File: config.mk
export PLATFORM = sky130hd
export DESIGN_NAME = iop_port_pull_wake_mux
export DESIGN_NICKNAME = d
export VERILOG_FILES = /design/src/iop_pkg.sv /design/src/iop_port_pull_wake_mux.sv
export VERILOG_INCLUDE_DIRS = /design/src
export SDC_FILE = /design/constraint.sdc
export NUM_CORES = 1
export LEC_CHECK = 0
export ABC_CLOCK_PERIOD_IN_PS = 5850
export BUFFER_PORTS_ARGS = -buffer_cell sky130_fd_sc_hd__buf_2
export CORE_UTILIZATION = 58
export DETAILED_ROUTE_END_ITERATION = 6
export GPL_ROUTABILITY_DRIVEN = 1
export GPL_TIMING_DRIVEN = 0
export HOLD_SLACK_MARGIN = 0.03
export PLACE_DENSITY = 0.88
export SLEW_MARGIN = 20
export SYNTH_ARGS = -nofsm -noshare
export SYNTH_HDL_FRONTEND = slang
export SYNTH_SLANG_ARGS = --single-unit
File: constraint.sdc
create_clock -name clk -period 5.85 [get_ports clk]
set_clock_uncertainty 0.15 [all_clocks]
set_input_delay 1.17 -clock clk [delete_from_list [all_inputs] [get_ports clk]]
set_output_delay 1.17 -clock clk [all_outputs]
set_load 0.005 [all_outputs]
File: src/iop_regs.svh
// Register offsets, field positions, reset values and constants of the port block.
// Overview of operation
// - A set pull-high enable bit pulls the pin high only while it is an input.
// - Unused upper bits of port B and port C pull and direction read zero.
// - In sleep, a falling edge on a wake-enabled port A pin wakes the device.
// - Direction bit 1 makes the pin an input, 0 a driven CMOS output.
// - Reading port data of an input pin returns the live pin level.
// - Reading port data of an output pin returns the output latch.
// - Direction bits may change at any time and act at once.
// - An analog function on a pin wins over any digital function.
// - One pin's analog signal reaches every analog channel enabled on it.
// - Small variant bits 7:6: 00/10 bit5, 01 inverted timer, 11 channel 3.
// - Small variant bits 5:4: 00 bit2, 01 timer, 10 ref out, 11 channel 2.
// - Small variant bits 3:2: 00 bit1, 01 inverted timer, 10 ref in, 11 ch1.
// - Small variant bits 1:0: 00/10 bit0, 01 timer, 11 channel 0.
// - Mid bit 7 selects inverted timer on bit7, only with reset control 55H.
// - Mid bits 6 and 5 select timer out on bits 6 and 4 when set.
// - Mid bits 4 and 3 select channels 3 and 2 on bits 3 and 2.
// - Mid bits 2:1: 0X bit1, 10 ref in, 11 channel 1.
// - Mid bit 0 selects channel 0 on bit0 when set.
`ifndef IOP_REGS_SVH
`define IOP_REGS_SVH

// ****************************************************************
// Register offsets.
// ****************************************************************
`define IOP_ADDR_W      4
`define IOP_A_PA_DATA   4'h0
`define IOP_A_PA_DIR    4'h1
`define IOP_A_PA_PULL   4'h2
`define IOP_A_PA_WAKE   4'h3
`define IOP_A_PA_SEL    4'h4
`define IOP_A_PB_DATA   4'h5
`define IOP_A_PB_DIR    4'h6
`define IOP_A_PB_PULL   4'h7
`define IOP_A_PC_DATA   4'h8
`define IOP_A_PC_DIR    4'h9
`define IOP_A_PC_PULL   4'hA
`define IOP_A_RST_CTRL  4'hB
`define IOP_A_IRQ_STAT  4'hC
`define IOP_A_IRQ_CLR   4'hD
`define IOP_A_IRQ_EN    4'hE

// ****************************************************************
// Reset values and keys.
// ****************************************************************
`define IOP_RST_DATA    8'hFF
`define IOP_RST_DIR     8'hFF
`define IOP_RST_ZERO    8'h00
`define IOP_RST_CTRL    8'h00
`define IOP_RST_UNLOCK  8'h55

// ****************************************************************
// Select field positions, small variant.
// ****************************************************************
`define IOP_SS_PA5      7:6
`define IOP_SS_PA2      5:4
`define IOP_SS_PA1      3:2
`define IOP_SS_PA0      1:0

// ****************************************************************
// Select field positions, mid variant.
// ****************************************************************
`define IOP_SM_PA7      7
`define IOP_SM_PA6      6
`define IOP_SM_PA4      5
`define IOP_SM_PA3      4
`define IOP_SM_PA2      3
`define IOP_SM_PA1      2:1
`define IOP_SM_PA0      0

`endif

File: src/iop_pkg.sv
// Types shared by the port block.
`default_nettype none
package iop_pkg;
   typedef enum logic {
      IOP_VAR_SMALL = 1'b0,
      IOP_VAR_MID   = 1'b1
   } iop_variant_t;

   typedef enum logic [2:0] {
      IOP_FN_GPIO  = 3'b000,
      IOP_FN_TMR   = 3'b001,
      IOP_FN_TMRN  = 3'b010,
      IOP_FN_REF_VOLTAGE_OUT = 3'b011,
      IOP_FN_VREFI = 3'b100,
      IOP_FN_AN    = 3'b101
   } iop_fn_t;
endpackage : iop_pkg
`default_nettype wire

File: src/iop_port_pull_wake_mux.sv
// Port direction, pull-high, port A wake-up and port A pin function select.
//
// Chosen here: the address map and the strobed register port.
`timescale 1ns/1ps
`default_nettype none
`include "iop_regs.svh"
module iop_port_pull_wake_mux #(
   parameter iop_pkg::iop_variant_t VARIANT  = iop_pkg::IOP_VAR_SMALL,
   parameter int                    PB_WIDTH = 6,
   parameter int                    PC_WIDTH = 3
) (
   // Clock and reset.
   input  wire logic                   clk,
   input  wire logic                   rst,
   // Register port.
   input  wire logic [`IOP_ADDR_W-1:0] addr,
   input  wire logic [7:0]             wrData,
   input  wire logic                   wrStrobe,
   input  wire logic                   rdStrobe,
   output var  logic [7:0]             rdData,
   // Port A pins.
   input  wire logic [7:0]             paIn,
   output var  logic [7:0]             paOut,
   output var  logic [7:0]             paOe,
   output var  logic [7:0]             paPullEn,
   // Port B pins.
   input  wire logic [PB_WIDTH-1:0]    pbIn,
   output var  logic [PB_WIDTH-1:0]    pbOut,
   output var  logic [PB_WIDTH-1:0]    pbOe,
   output var  logic [PB_WIDTH-1:0]    pbPullEn,
   // Port C pins.
   input  wire logic [PC_WIDTH-1:0]    pcIn,
   output var  logic [PC_WIDTH-1:0]    pcOut,
   output var  logic [PC_WIDTH-1:0]    pcOe,
   output var  logic [PC_WIDTH-1:0]    pcPullEn,
   // Peripheral side.
   input  wire logic                   stdTimerOut,
   input  wire logic                   stdTimerOutN,
   input  wire logic                   refVoltageOut,
   output var  logic [7:0]             paDigIn,
   output var  logic [7:0]             paAnalogPin,
   output var  logic [3:0]             analogChEn,
   output var  logic                   refVoltageInEn,
   // Power control and interrupt.
   input  wire logic                   sleepMode,
   output var  logic                   wakeUp,
   output var  logic                   irq
);
   import iop_pkg::*;

   // ****************************************************************
   // Elaboration checks.
   // ****************************************************************
   if (PB_WIDTH < 1 || PB_WIDTH > 7) begin : g_chk_pb
      $error("PB_WIDTH must lie between 1 and 7.");
   end
   if (PC_WIDTH < 1 || PC_WIDTH > 7) begin : g_chk_pc
      $error("PC_WIDTH must lie between 1 and 7.");
   end

   // ****************************************************************
   // Pin function decode.
   // ****************************************************************
   // Returns the function chosen for one port A pin.
   function automatic iop_fn_t pinFn(input int pin, input logic [7:0] s,
                                     input logic unlocked);
      iop_fn_t f;
      f = IOP_FN_GPIO;
      if (VARIANT == IOP_VAR_SMALL) begin
         case (pin)
            0: case (s[`IOP_SS_PA0])
                  2'b01:   f = IOP_FN_TMR;
                  2'b11:   f = IOP_FN_AN;
                  default: f = IOP_FN_GPIO;
               endcase
            1: case (s[`IOP_SS_PA1])
                  2'b01:   f = IOP_FN_TMRN;
                  2'b10:   f = IOP_FN_VREFI;
                  2'b11:   f = IOP_FN_AN;
                  default: f = IOP_FN_GPIO;
               endcase
            2: case (s[`IOP_SS_PA2])
                  2'b01:   f = IOP_FN_TMR;
                  2'b10:   f = IOP_FN_REF_VOLTAGE_OUT;
                  2'b11:   f = IOP_FN_AN;
                  default: f = IOP_FN_GPIO;
               endcase
            5: case (s[`IOP_SS_PA5])
                  2'b01:   f = IOP_FN_TMRN;
                  2'b11:   f = IOP_FN_AN;
                  default: f = IOP_FN_GPIO;
               endcase
            default: f = IOP_FN_GPIO;
         endcase
      end else begin
         case (pin)
            0: if (s[`IOP_SM_PA0]) f = IOP_FN_AN;
            1: case (s[`IOP_SM_PA1])
                  2'b10:   f = IOP_FN_VREFI;
                  2'b11:   f = IOP_FN_AN;
                  default: f = IOP_FN_GPIO;
               endcase
            2: if (s[`IOP_SM_PA2]) f = IOP_FN_AN;
            3: if (s[`IOP_SM_PA3]) f = IOP_FN_AN;
            4: if (s[`IOP_SM_PA4]) f = IOP_FN_TMR;
            6: if (s[`IOP_SM_PA6]) f = IOP_FN_TMR;
            7: if (s[`IOP_SM_PA7] && unlocked) f = IOP_FN_TMRN;
            default: f = IOP_FN_GPIO;
         endcase
      end
      return f;
   endfunction : pinFn

   // Returns the analog channel bonded to one port A pin.
   function automatic logic [3:0] pinChan(input int pin);
      logic [3:0] c;
      c = 4'h0;
      if (VARIANT == IOP_VAR_SMALL) begin
         case (pin)
            0:       c = 4'h1;
            1:       c = 4'h2;
            2:       c = 4'h4;
            5:       c = 4'h8;
            default: c = 4'h0;
         endcase
      end else begin
         case (pin)
            0:       c = 4'h1;
            1:       c = 4'h2;
            2:       c = 4'h4;
            3:       c = 4'h8;
            default: c = 4'h0;
         endcase
      end
      return c;
   endfunction : pinChan

   // ****************************************************************
   // Registers.
   // ****************************************************************
   logic [7:0]          paDataReg;
   logic [7:0]          paDirReg;
   logic [7:0]          paPullReg;
   logic [7:0]          paWakeReg;
   logic [7:0]          paSelReg;
   logic [PB_WIDTH-1:0] pbDataReg;
   logic [PB_WIDTH-1:0] pbDirReg;
   logic [PB_WIDTH-1:0] pbPullReg;
   logic [PC_WIDTH-1:0] pcDataReg;
   logic [PC_WIDTH-1:0] pcDirReg;
   logic [PC_WIDTH-1:0] pcPullReg;
   logic [7:0]          rstCtrlReg;
   logic [7:0]          irqStatReg;
   logic [7:0]          irqEnReg;
   logic [7:0]          paPrevReg;
   logic                wakeUpReg;
   logic [7:0]          rdDataReg;

   // ****************************************************************
   // Decode.
   // ****************************************************************
   wire logic       wrPaData  = wrStrobe && addr == `IOP_A_PA_DATA;
   wire logic       wrPaDir   = wrStrobe && addr == `IOP_A_PA_DIR;
   wire logic       wrPaPull  = wrStrobe && addr == `IOP_A_PA_PULL;
   wire logic       wrPaWake  = wrStrobe && addr == `IOP_A_PA_WAKE;
   wire logic       wrPaSel   = wrStrobe && addr == `IOP_A_PA_SEL;
   wire logic       wrPbData  = wrStrobe && addr == `IOP_A_PB_DATA;
   wire logic       wrPbDir   = wrStrobe && addr == `IOP_A_PB_DIR;
   wire logic       wrPbPull  = wrStrobe && addr == `IOP_A_PB_PULL;
   wire logic       wrPcData  = wrStrobe && addr == `IOP_A_PC_DATA;
   wire logic       wrPcDir   = wrStrobe && addr == `IOP_A_PC_DIR;
   wire logic       wrPcPull  = wrStrobe && addr == `IOP_A_PC_PULL;
   wire logic       wrRstCtrl = wrStrobe && addr == `IOP_A_RST_CTRL;
   wire logic       wrIrqClr  = wrStrobe && addr == `IOP_A_IRQ_CLR;
   wire logic       wrIrqEn   = wrStrobe && addr == `IOP_A_IRQ_EN;
   wire logic       unlocked  = rstCtrlReg == `IOP_RST_UNLOCK;
   wire logic [7:0] clrMask   = wrIrqClr ? wrData : `IOP_RST_ZERO;

   // ****************************************************************
   // Port A pin logic.
   // ****************************************************************
   iop_fn_t    paFn [8];
   logic [7:0] paAn;
   logic [7:0] paVrefIn;
   logic [3:0] paChan [8];

   for (genvar i = 0; i < 8; i++) begin : g_pa
      assign paFn[i]     = pinFn(i, paSelReg, unlocked);
      assign paAn[i]     = paFn[i] == IOP_FN_AN;
      assign paVrefIn[i] = paFn[i] == IOP_FN_VREFI;
      assign paChan[i]   = paAn[i] ? pinChan(i) : 4'h0;
      // Analog and reference inputs release the pin entirely.
      assign paOe[i] = (paAn[i] || paVrefIn[i]) ? 1'b0 :
                       (paFn[i] != IOP_FN_GPIO) ? 1'b1 :
                       ~paDirReg[i];
      assign paOut[i] = (paFn[i] == IOP_FN_TMR)   ? stdTimerOut   :
                        (paFn[i] == IOP_FN_TMRN)  ? stdTimerOutN  :
                        (paFn[i] == IOP_FN_REF_VOLTAGE_OUT) ? refVoltageOut :
                        paDataReg[i];
      assign paPullEn[i] = paPullReg[i] && paDirReg[i] &&
                           paFn[i] == IOP_FN_GPIO;
      assign paDigIn[i]  = paAn[i] ? 1'b0 : paIn[i];
   end

   assign paAnalogPin    = paAn;
   assign refVoltageInEn = |paVrefIn;

   // Every channel that is bonded to an analog pin sees that pin.
   always_comb begin
      analogChEn = 4'h0;
      for (int i = 0; i < 8; i++) begin
         analogChEn = analogChEn | paChan[i];
      end
   end

   // ****************************************************************
   // Ports B and C.
   // ****************************************************************
   assign pbOut    = pbDataReg;
   assign pbOe     = ~pbDirReg;
   assign pbPullEn = pbPullReg & pbDirReg;
   assign pcOut    = pcDataReg;
   assign pcOe     = ~pcDirReg;
   assign pcPullEn = pcPullReg & pcDirReg;

   // ****************************************************************
   // Wake-up and interrupt.
   // ****************************************************************
   wire logic [7:0] fallEvt = paWakeReg & paPrevReg & ~paIn;
   wire logic [7:0] wakeEvt = sleepMode ? fallEvt : `IOP_RST_ZERO;
   wire logic [7:0] irqStatNext = (irqStatReg & ~clrMask) | wakeEvt;

   assign wakeUp = wakeUpReg;
   assign irq    = |(irqStatReg & irqEnReg);

   // ****************************************************************
   // Read mux.
   // ****************************************************************
   wire logic [7:0] paRead = (paDirReg & paIn) | (~paDirReg & paDataReg);
   wire logic [7:0] pbRead = 8'((pbDirReg & pbIn) | (~pbDirReg & pbDataReg));
   wire logic [7:0] pcRead = 8'((pcDirReg & pcIn) | (~pcDirReg & pcDataReg));
   logic [7:0] rdMux;

   always_comb begin
      case (addr)
         `IOP_A_PA_DATA:  rdMux = paRead;
         `IOP_A_PA_DIR:   rdMux = paDirReg;
         `IOP_A_PA_PULL:  rdMux = paPullReg;
         `IOP_A_PA_WAKE:  rdMux = paWakeReg;
         `IOP_A_PA_SEL:   rdMux = paSelReg;
         `IOP_A_PB_DATA:  rdMux = pbRead;
         `IOP_A_PB_DIR:   rdMux = 8'(pbDirReg);
         `IOP_A_PB_PULL:  rdMux = 8'(pbPullReg);
         `IOP_A_PC_DATA:  rdMux = pcRead;
         `IOP_A_PC_DIR:   rdMux = 8'(pcDirReg);
         `IOP_A_PC_PULL:  rdMux = 8'(pcPullReg);
         `IOP_A_RST_CTRL: rdMux = rstCtrlReg;
         `IOP_A_IRQ_STAT: rdMux = irqStatReg;
         `IOP_A_IRQ_EN:   rdMux = irqEnReg;
         default:         rdMux = `IOP_RST_ZERO;
      endcase
   end

   assign rdData = rdDataReg;

   // ****************************************************************
   // Port A registers.
   // ****************************************************************
   always_ff @(posedge clk or posedge rst) begin
      if (rst) begin
         paDataReg <= `IOP_RST_DATA;
         paDirReg  <= `IOP_RST_DIR;
         paPullReg <= `IOP_RST_ZERO;
         paWakeReg <= `IOP_RST_ZERO;
         paSelReg  <= `IOP_RST_ZERO;
      end else begin
         if (wrPaData) paDataReg <= wrData;
         if (wrPaDir)  paDirReg  <= wrData;
         if (wrPaPull) paPullReg <= wrData;
         if (wrPaWake) paWakeReg <= wrData;
         if (wrPaSel)  paSelReg  <= wrData;
      end
   end

   // ****************************************************************
   // Port B and C registers.
   // ****************************************************************
   always_ff @(posedge clk or posedge rst) begin
      if (rst) begin
         pbDataReg <= PB_WIDTH'(`IOP_RST_DATA);
         pbDirReg  <= PB_WIDTH'(`IOP_RST_DIR);
         pbPullReg <= PB_WIDTH'(`IOP_RST_ZERO);
         pcDataReg <= PC_WIDTH'(`IOP_RST_DATA);
         pcDirReg  <= PC_WIDTH'(`IOP_RST_DIR);
         pcPullReg <= PC_WIDTH'(`IOP_RST_ZERO);
      end else begin
         if (wrPbData) pbDataReg <= wrData[PB_WIDTH-1:0];
         if (wrPbDir)  pbDirReg  <= wrData[PB_WIDTH-1:0];
         if (wrPbPull) pbPullReg <= wrData[PB_WIDTH-1:0];
         if (wrPcData) pcDataReg <= wrData[PC_WIDTH-1:0];
         if (wrPcDir)  pcDirReg  <= wrData[PC_WIDTH-1:0];
         if (wrPcPull) pcPullReg <= wrData[PC_WIDTH-1:0];
      end
   end

   // ****************************************************************
   // Control, wake and read registers.
   // ****************************************************************
   always_ff @(posedge clk or posedge rst) begin
      if (rst) begin
         rstCtrlReg <= `IOP_RST_CTRL;
         irqEnReg   <= `IOP_RST_ZERO;
         irqStatReg <= `IOP_RST_ZERO;
         paPrevReg  <= `IOP_RST_ZERO;
         wakeUpReg  <= 1'b0;
         rdDataReg  <= `IOP_RST_ZERO;
      end else begin
         if (wrRstCtrl) rstCtrlReg <= wrData;
         if (wrIrqEn)   irqEnReg   <= wrData;
         irqStatReg <= irqStatNext;
         paPrevReg  <= paIn;
         wakeUpReg  <= |wakeEvt;
         if (rdStrobe) rdDataReg <= rdMux;
      end
   end

   // ****************************************************************
   // Assertions.
   // ****************************************************************
   a_pull_input_only: assert property (
      @(posedge clk) disable iff (rst)
      ((paPullEn & ~paDirReg) == 8'h00) && ((pbPullEn & ~pbDirReg) == '0))
      else $error("Pull-high active on an output pin.");

   a_upper_bits_zero: assert property (
      @(posedge clk) disable iff (rst)
      (rdStrobe && addr == `IOP_A_PB_DIR) |=> ((rdData >> PB_WIDTH) == 8'h00))
      else $error("Unused port B direction bits read non-zero.");

   a_wake_on_fall: assert property (
      @(posedge clk) disable iff (rst)
      (sleepMode && |(paWakeReg & $past(paIn) & ~paIn)) |=> wakeUp)
      else $error("Enabled falling edge in sleep did not wake.");

   a_no_wake_awake: assert property (
      @(posedge clk) disable iff (rst)
      !sleepMode |=> !wakeUp)
      else $error("Wake raised outside sleep.");

   a_dir_output: assert property (
      @(posedge clk) disable iff (rst)
      (wrPaDir && wrData == 8'h00 && paSelReg == 8'h00 && !wrPaSel)
      |=> (paOe == 8'hFF) && (paOut == $past(paDataReg)))
      else $error("Cleared direction did not drive the pins.");

   a_read_live_pin: assert property (
      @(posedge clk) disable iff (rst)
      (rdStrobe && addr == `IOP_A_PA_DATA && paDirReg == 8'hFF)
      |=> rdData == $past(paIn))
      else $error("Input read did not return the pin level.");

   a_read_latch: assert property (
      @(posedge clk) disable iff (rst)
      (rdStrobe && addr == `IOP_A_PA_DATA && paDirReg == 8'h00)
      |=> rdData == $past(paDataReg))
      else $error("Output read did not return the latch.");

   a_analog_release: assert property (
      @(posedge clk) disable iff (rst)
      (paOe & paAnalogPin) == 8'h00)
      else $error("Analog pin still driven.");

   a_set_beats_clear: assert property (
      @(posedge clk) disable iff (rst)
      (|(wakeEvt & clrMask)) |=> |(irqStatReg & $past(wakeEvt & clrMask)))
      else $error("Wake event lost to a same-cycle clear.");

   a_timer_drives: assert property (
      @(posedge clk) disable iff (rst)
      (VARIANT == IOP_VAR_SMALL && paSelReg[`IOP_SS_PA0] == 2'b01)
      |-> paOe[0] && paOut[0] == stdTimerOut)
      else $error("Timer output not driven on selected pin.");

endmodule : iop_port_pull_wake_mux
`default_nettype wire

Yosys cells after proc, flatten, opt, wreduce, memory -nomap -nowiden

Index checks and enable logic that the tools add are counted.
W data, S select, Z words.

Register bits: 108
Input bits: 37
Word-level logic and storage cells: 172

Equality and inequality tests: 44
Muxes and demuxes: 35
Bitwise operators: 34
Reduce and logical (&&, ||, !) cells: 42

Operator list:

| cell                 | number |
|---|---|
| $pmux W8 S14         | 1 |
| $and A8 B8 Y8        | 6 |
| $or A8 B8 Y8         | 4 |
| $eq A4 B4 Y1 const B | 7 |
| $logic_and A1 B1 Y1  | 26 |
| $mux W1              | 25 |
| $eq A3 B2 Y1 const B | 8 |
| $eq A3 B3 Y1 const B | 8 |
| $not A8 Y8           | 3 |
| $pmux W3 S3          | 2 |
| $eq A4 B3 Y1 const B | 4 |
| $mux W8              | 2 |
| $reduce_or A8 Y1     | 2 |
| $and A6 B6 Y6        | 2 |
| $eq A2 B2 Y1 const B | 6 |
| $eq A3 B1 Y1 const B | 4 |
| $logic_not A3 Y1     | 4 |
| $pmux W3 S2          | 2 |
| $reduce_bool A3 Y1   | 4 |
| $and A8 B3 Y8        | 1 |
| $and A8 B6 Y8        | 1 |
| $eq A2 B1 Y1 const B | 4 |
| $eq A4 B2 Y1 const B | 2 |
| $not A1 Y1           | 8 |
| 15 further kinds     | 19 |

Logic depth before layout (Yosys ltp)

Depth after elaboration: 7
Mapped depth: 7
Gate-level depth less buffers: 5

Worst setup path before layout

No wires, ideal clock.

Kind: input -> output
Start point: input port stdTimerOut
End point: output port paOut[2]
Arrival: 1320 ps
Path slack: 3210 ps
Cell stages on the path: 2
Cells stage by stage: nand3b_1 > nand3_1

Word-level cells in the longest chain between the ends: 1

RTL lines:

| item               | line                          | source |
|---|---|---|
| start: declaration | iop_port_pull_wake_mux.sv:37  | `input wire logic stdTimerOut,` |
| $mux W1            | iop_port_pull_wake_mux.sv:196 | `assign paOut[i] = (paFn[i] == IOP_FN_TMR) ? stdTimerOut :` |
| end: declaration   | iop_port_pull_wake_mux.sv:23  | `output var logic [7:0] paOut,` |

No other way between the ends.

Worst setup path in the final report

Start point: input port stdTimerOutN
End point: output port paOut[5]

Word-level cells in the longest chain between the ends: 2

RTL lines:

| item               | line                          | source |
|---|---|---|
| start: declaration | iop_port_pull_wake_mux.sv:38  | `input wire logic stdTimerOutN,` |
| $mux W1            | iop_port_pull_wake_mux.sv:197 | `(paFn[i] == IOP_FN_TMRN) ? stdTimerOutN :` |
| $mux W1            | iop_port_pull_wake_mux.sv:196 |  |

No other way between the ends.

==> metrics.cfg <==
[run_status]
outcome = finished, final reports clean

[clock_tree]
cts_made_buffers = 9
clock_path_buffers = 2
clockRootBuffer = clkbuf_8
holdBufCountCts = 0
h-tree-depth = 3
clkTransAtPathRegs_ns = 0.12
cts_tree = done
cts_num_sinks = 108
clkLatencyLatePin_ns = 0.40
cts_setup_buffers = 0
post_cts_resized = 0

[sta]
fin_setup_tns_ns = 0
worst_slew_pin_slew_ns = 0.678
fin_crit_sh = 0.492
max_freq_ghz = 0.347
rsz0062_at_grt = no
relSlewSlack = 0.548
finalMaxSlewViolations = 0
hold_viol = 0
hold_ws_ns = 0.367
setup_viol = 0
period_needed_ns = 2.88

[die]
die_w_um = 101
core_mm2 = 0.00942
fp-row-count = 35
die_h_um = 101
initial_core_util = 0.608
io_pins = 119
dieArea_mm2 = 0.0103

[critical_path]
crit_fanout = 2
worstSetupPathType = input pin to output pin
required_ns = 4.53
worst-endpoint-arrival_ns = 1.56
start_kind = input pin
path_common_cell = buf_2
slowest_stage = buf_2
cpLargestDelayFamily = buffers and inverters
path_cells = buf_2, nand3b_1, nand2_1, buf_2
endpoint_kind = output pin
path_buf_inv = 2
max_stage_delay_ns = 0.13

[job]
maxCapViolations = 0

[synth]
seq_area_frac_synth = 0.479
synth.top_cell.area_share = 0.323
synthFlopType = dfrtp_1
synthArstFlopShare = 1.00
syn-cell-area_mm2 = 0.00573
yosys_warnings = 0
synth_cell_types = 57
avgSynthCellArea_um2 = 11.1
synth_edf_count = 0
ys_ff_latch = 108
synth_cells = 514
synth_largest_area_cell = dfrtp_1
synth.top_cells.by_area = dfrtp_1, mux2_2, dfstp_2

[grt]
track_usage = 0.361
grt_overflow = 0
grt_antenna_before_repair = 1
grt_pass1_wl_um = 26600
grt_pass1_vias = 4647
grt_max_degree = 57

[finish]
most-common-layout-cells = buf_2, mux2_2, dfrtp_1
final_util = 0.712
area_growth_pct = 17.0
layoutNonFillerInstCount = 774
nNetsFinal = 676
fillers = 740
final_common_cell = buf_2
fin_area_mm2 = 0.00670
drive_above_1_share = 0.457

[min_path]
min_path_type = register to register

[placed_design]
hpwlAfterDp_um = 12800
port_buffers = 110
dp.cells = 757
place_area_mm2 = 0.00648
gp_congestion = 0.978

[power]
leakage_uw = 0.00305
pwr_density_cell_mw_per_mm2 = 333
worst_ir_drop_vdd_v = 0.000264

[detailed_routing]
via_per_inst = 6.20
vias = 4799
wirelength_um = 17700
wl_per_cell_um = 22.8
dr.pass1.iters = 5
first_iter_violations = 419
drc = 0
ant_nets = 0

==> worst reg2reg max path: cells and delay by family (launching register included) <==
family / cells / cell delay [ns]
flops: 1 / 0.37
simple gates: 2 / 0.70
compound gates: 2 / 0.63
==> power by group <==
| group | leakage, µW | switching (µW) | internal (µW) |
|---|---|---|---|
| Sequential | 0.00125 | 177 | 956 |
| Combinational | 0.00169 | 273 | 322 |
| Clock | 0.000112 | 284 | 219 |
| Total | 0.00305 | 734 | 1500 |
==> cells by family after synthesis <==
kind of cell / after synthesis / synth area share
other cells: 1 / 0.000655
simple gates: 140 / 0.142
mux: 101 / 0.194
buf+inv: 64 / 0.0609
compound gates: 100 / 0.122
flops: 108 / 0.479
==> path summary, 6_finish.rpt <==
check                                       startpoint                     end  slack, ns  depth (start not counted)
worst max-delay path                      stdTimerOutN                paOut[5]       2.97                          4
worst min-delay path             rdData[6]$_DFFE_PP0P_   rdData[6]$_DFFE_PP0P_       0.37                          1
worst max register to register  paPrevReg[0]$_DFF_PP0_        wakeUp$_DFF_PP0_       3.90                          4
worst min register to register   rdData[6]$_DFFE_PP0P_   rdData[6]$_DFFE_PP0P_       0.37                          1
max in group asynchronous                          rst    pcOut[0]$_DFFE_PP1P_       4.18                          3
min in group asynchronous                          rst  paPrevReg[5]$_DFF_PP0_       0.66                          2
==> Yosys cell counts (6+ instances only) <==
library cell / instances
nand2_1: 38
mux2_2: 81
o21ai_0: 28
buf_4: 21
a21oi_1: 11
a22oi_1: 20
mux2i_1: 19
clkbuf_1: 7
buf_2: 12
dfstp_2: 34
dfrtp_1: 74
and2_1: 19
inv_1: 22
nand3_1: 12
nor2b_1: 18
nor2_2: 6
nand3b_1: 7
nor2_1: 11
==> final cells by class <==
type	instances	area, µm²	share of cell area
Clock buffer	10	138	0.0205
Timing Repair Buffer	111	578	0.0862
Multi-Input combinational cell	345	2650	0.395
Antenna cell	1	2.50	0.000373
Clock inverter	6	80.1	0.0119
Inverter	22	87.6	0.0131
Sequential cell	108	2750	0.409
Buffer	42	267	0.0398
Tap cell	129	161	0.0241
==> layer usage <==
layer | vias to the layer above | track usage | share of wire | routed length [µm]
met5 | - | 0.0288 | 0 | 0
met4 | 0 | 0.136 | 0.026 | 463
met3 | 37 | 0.0966 | 0.096 | 1690
met2 | 285 | 0.563 | 0.47 | 8390
met1 | 2395 | 0.483 | 0.40 | 7140
li1 | 2082 | - | - | -
==> metrics by stage <==
step                      power, µW  setup slack, ns
after floorplan                1450             1.74
after global placement         1690            0.673
after detailed placement       1730             2.85
after CTS                      2220             2.96
after global routing           2330             2.95
final                          2230             2.97
Note: power is estimated with default switching activity, not from simulation.
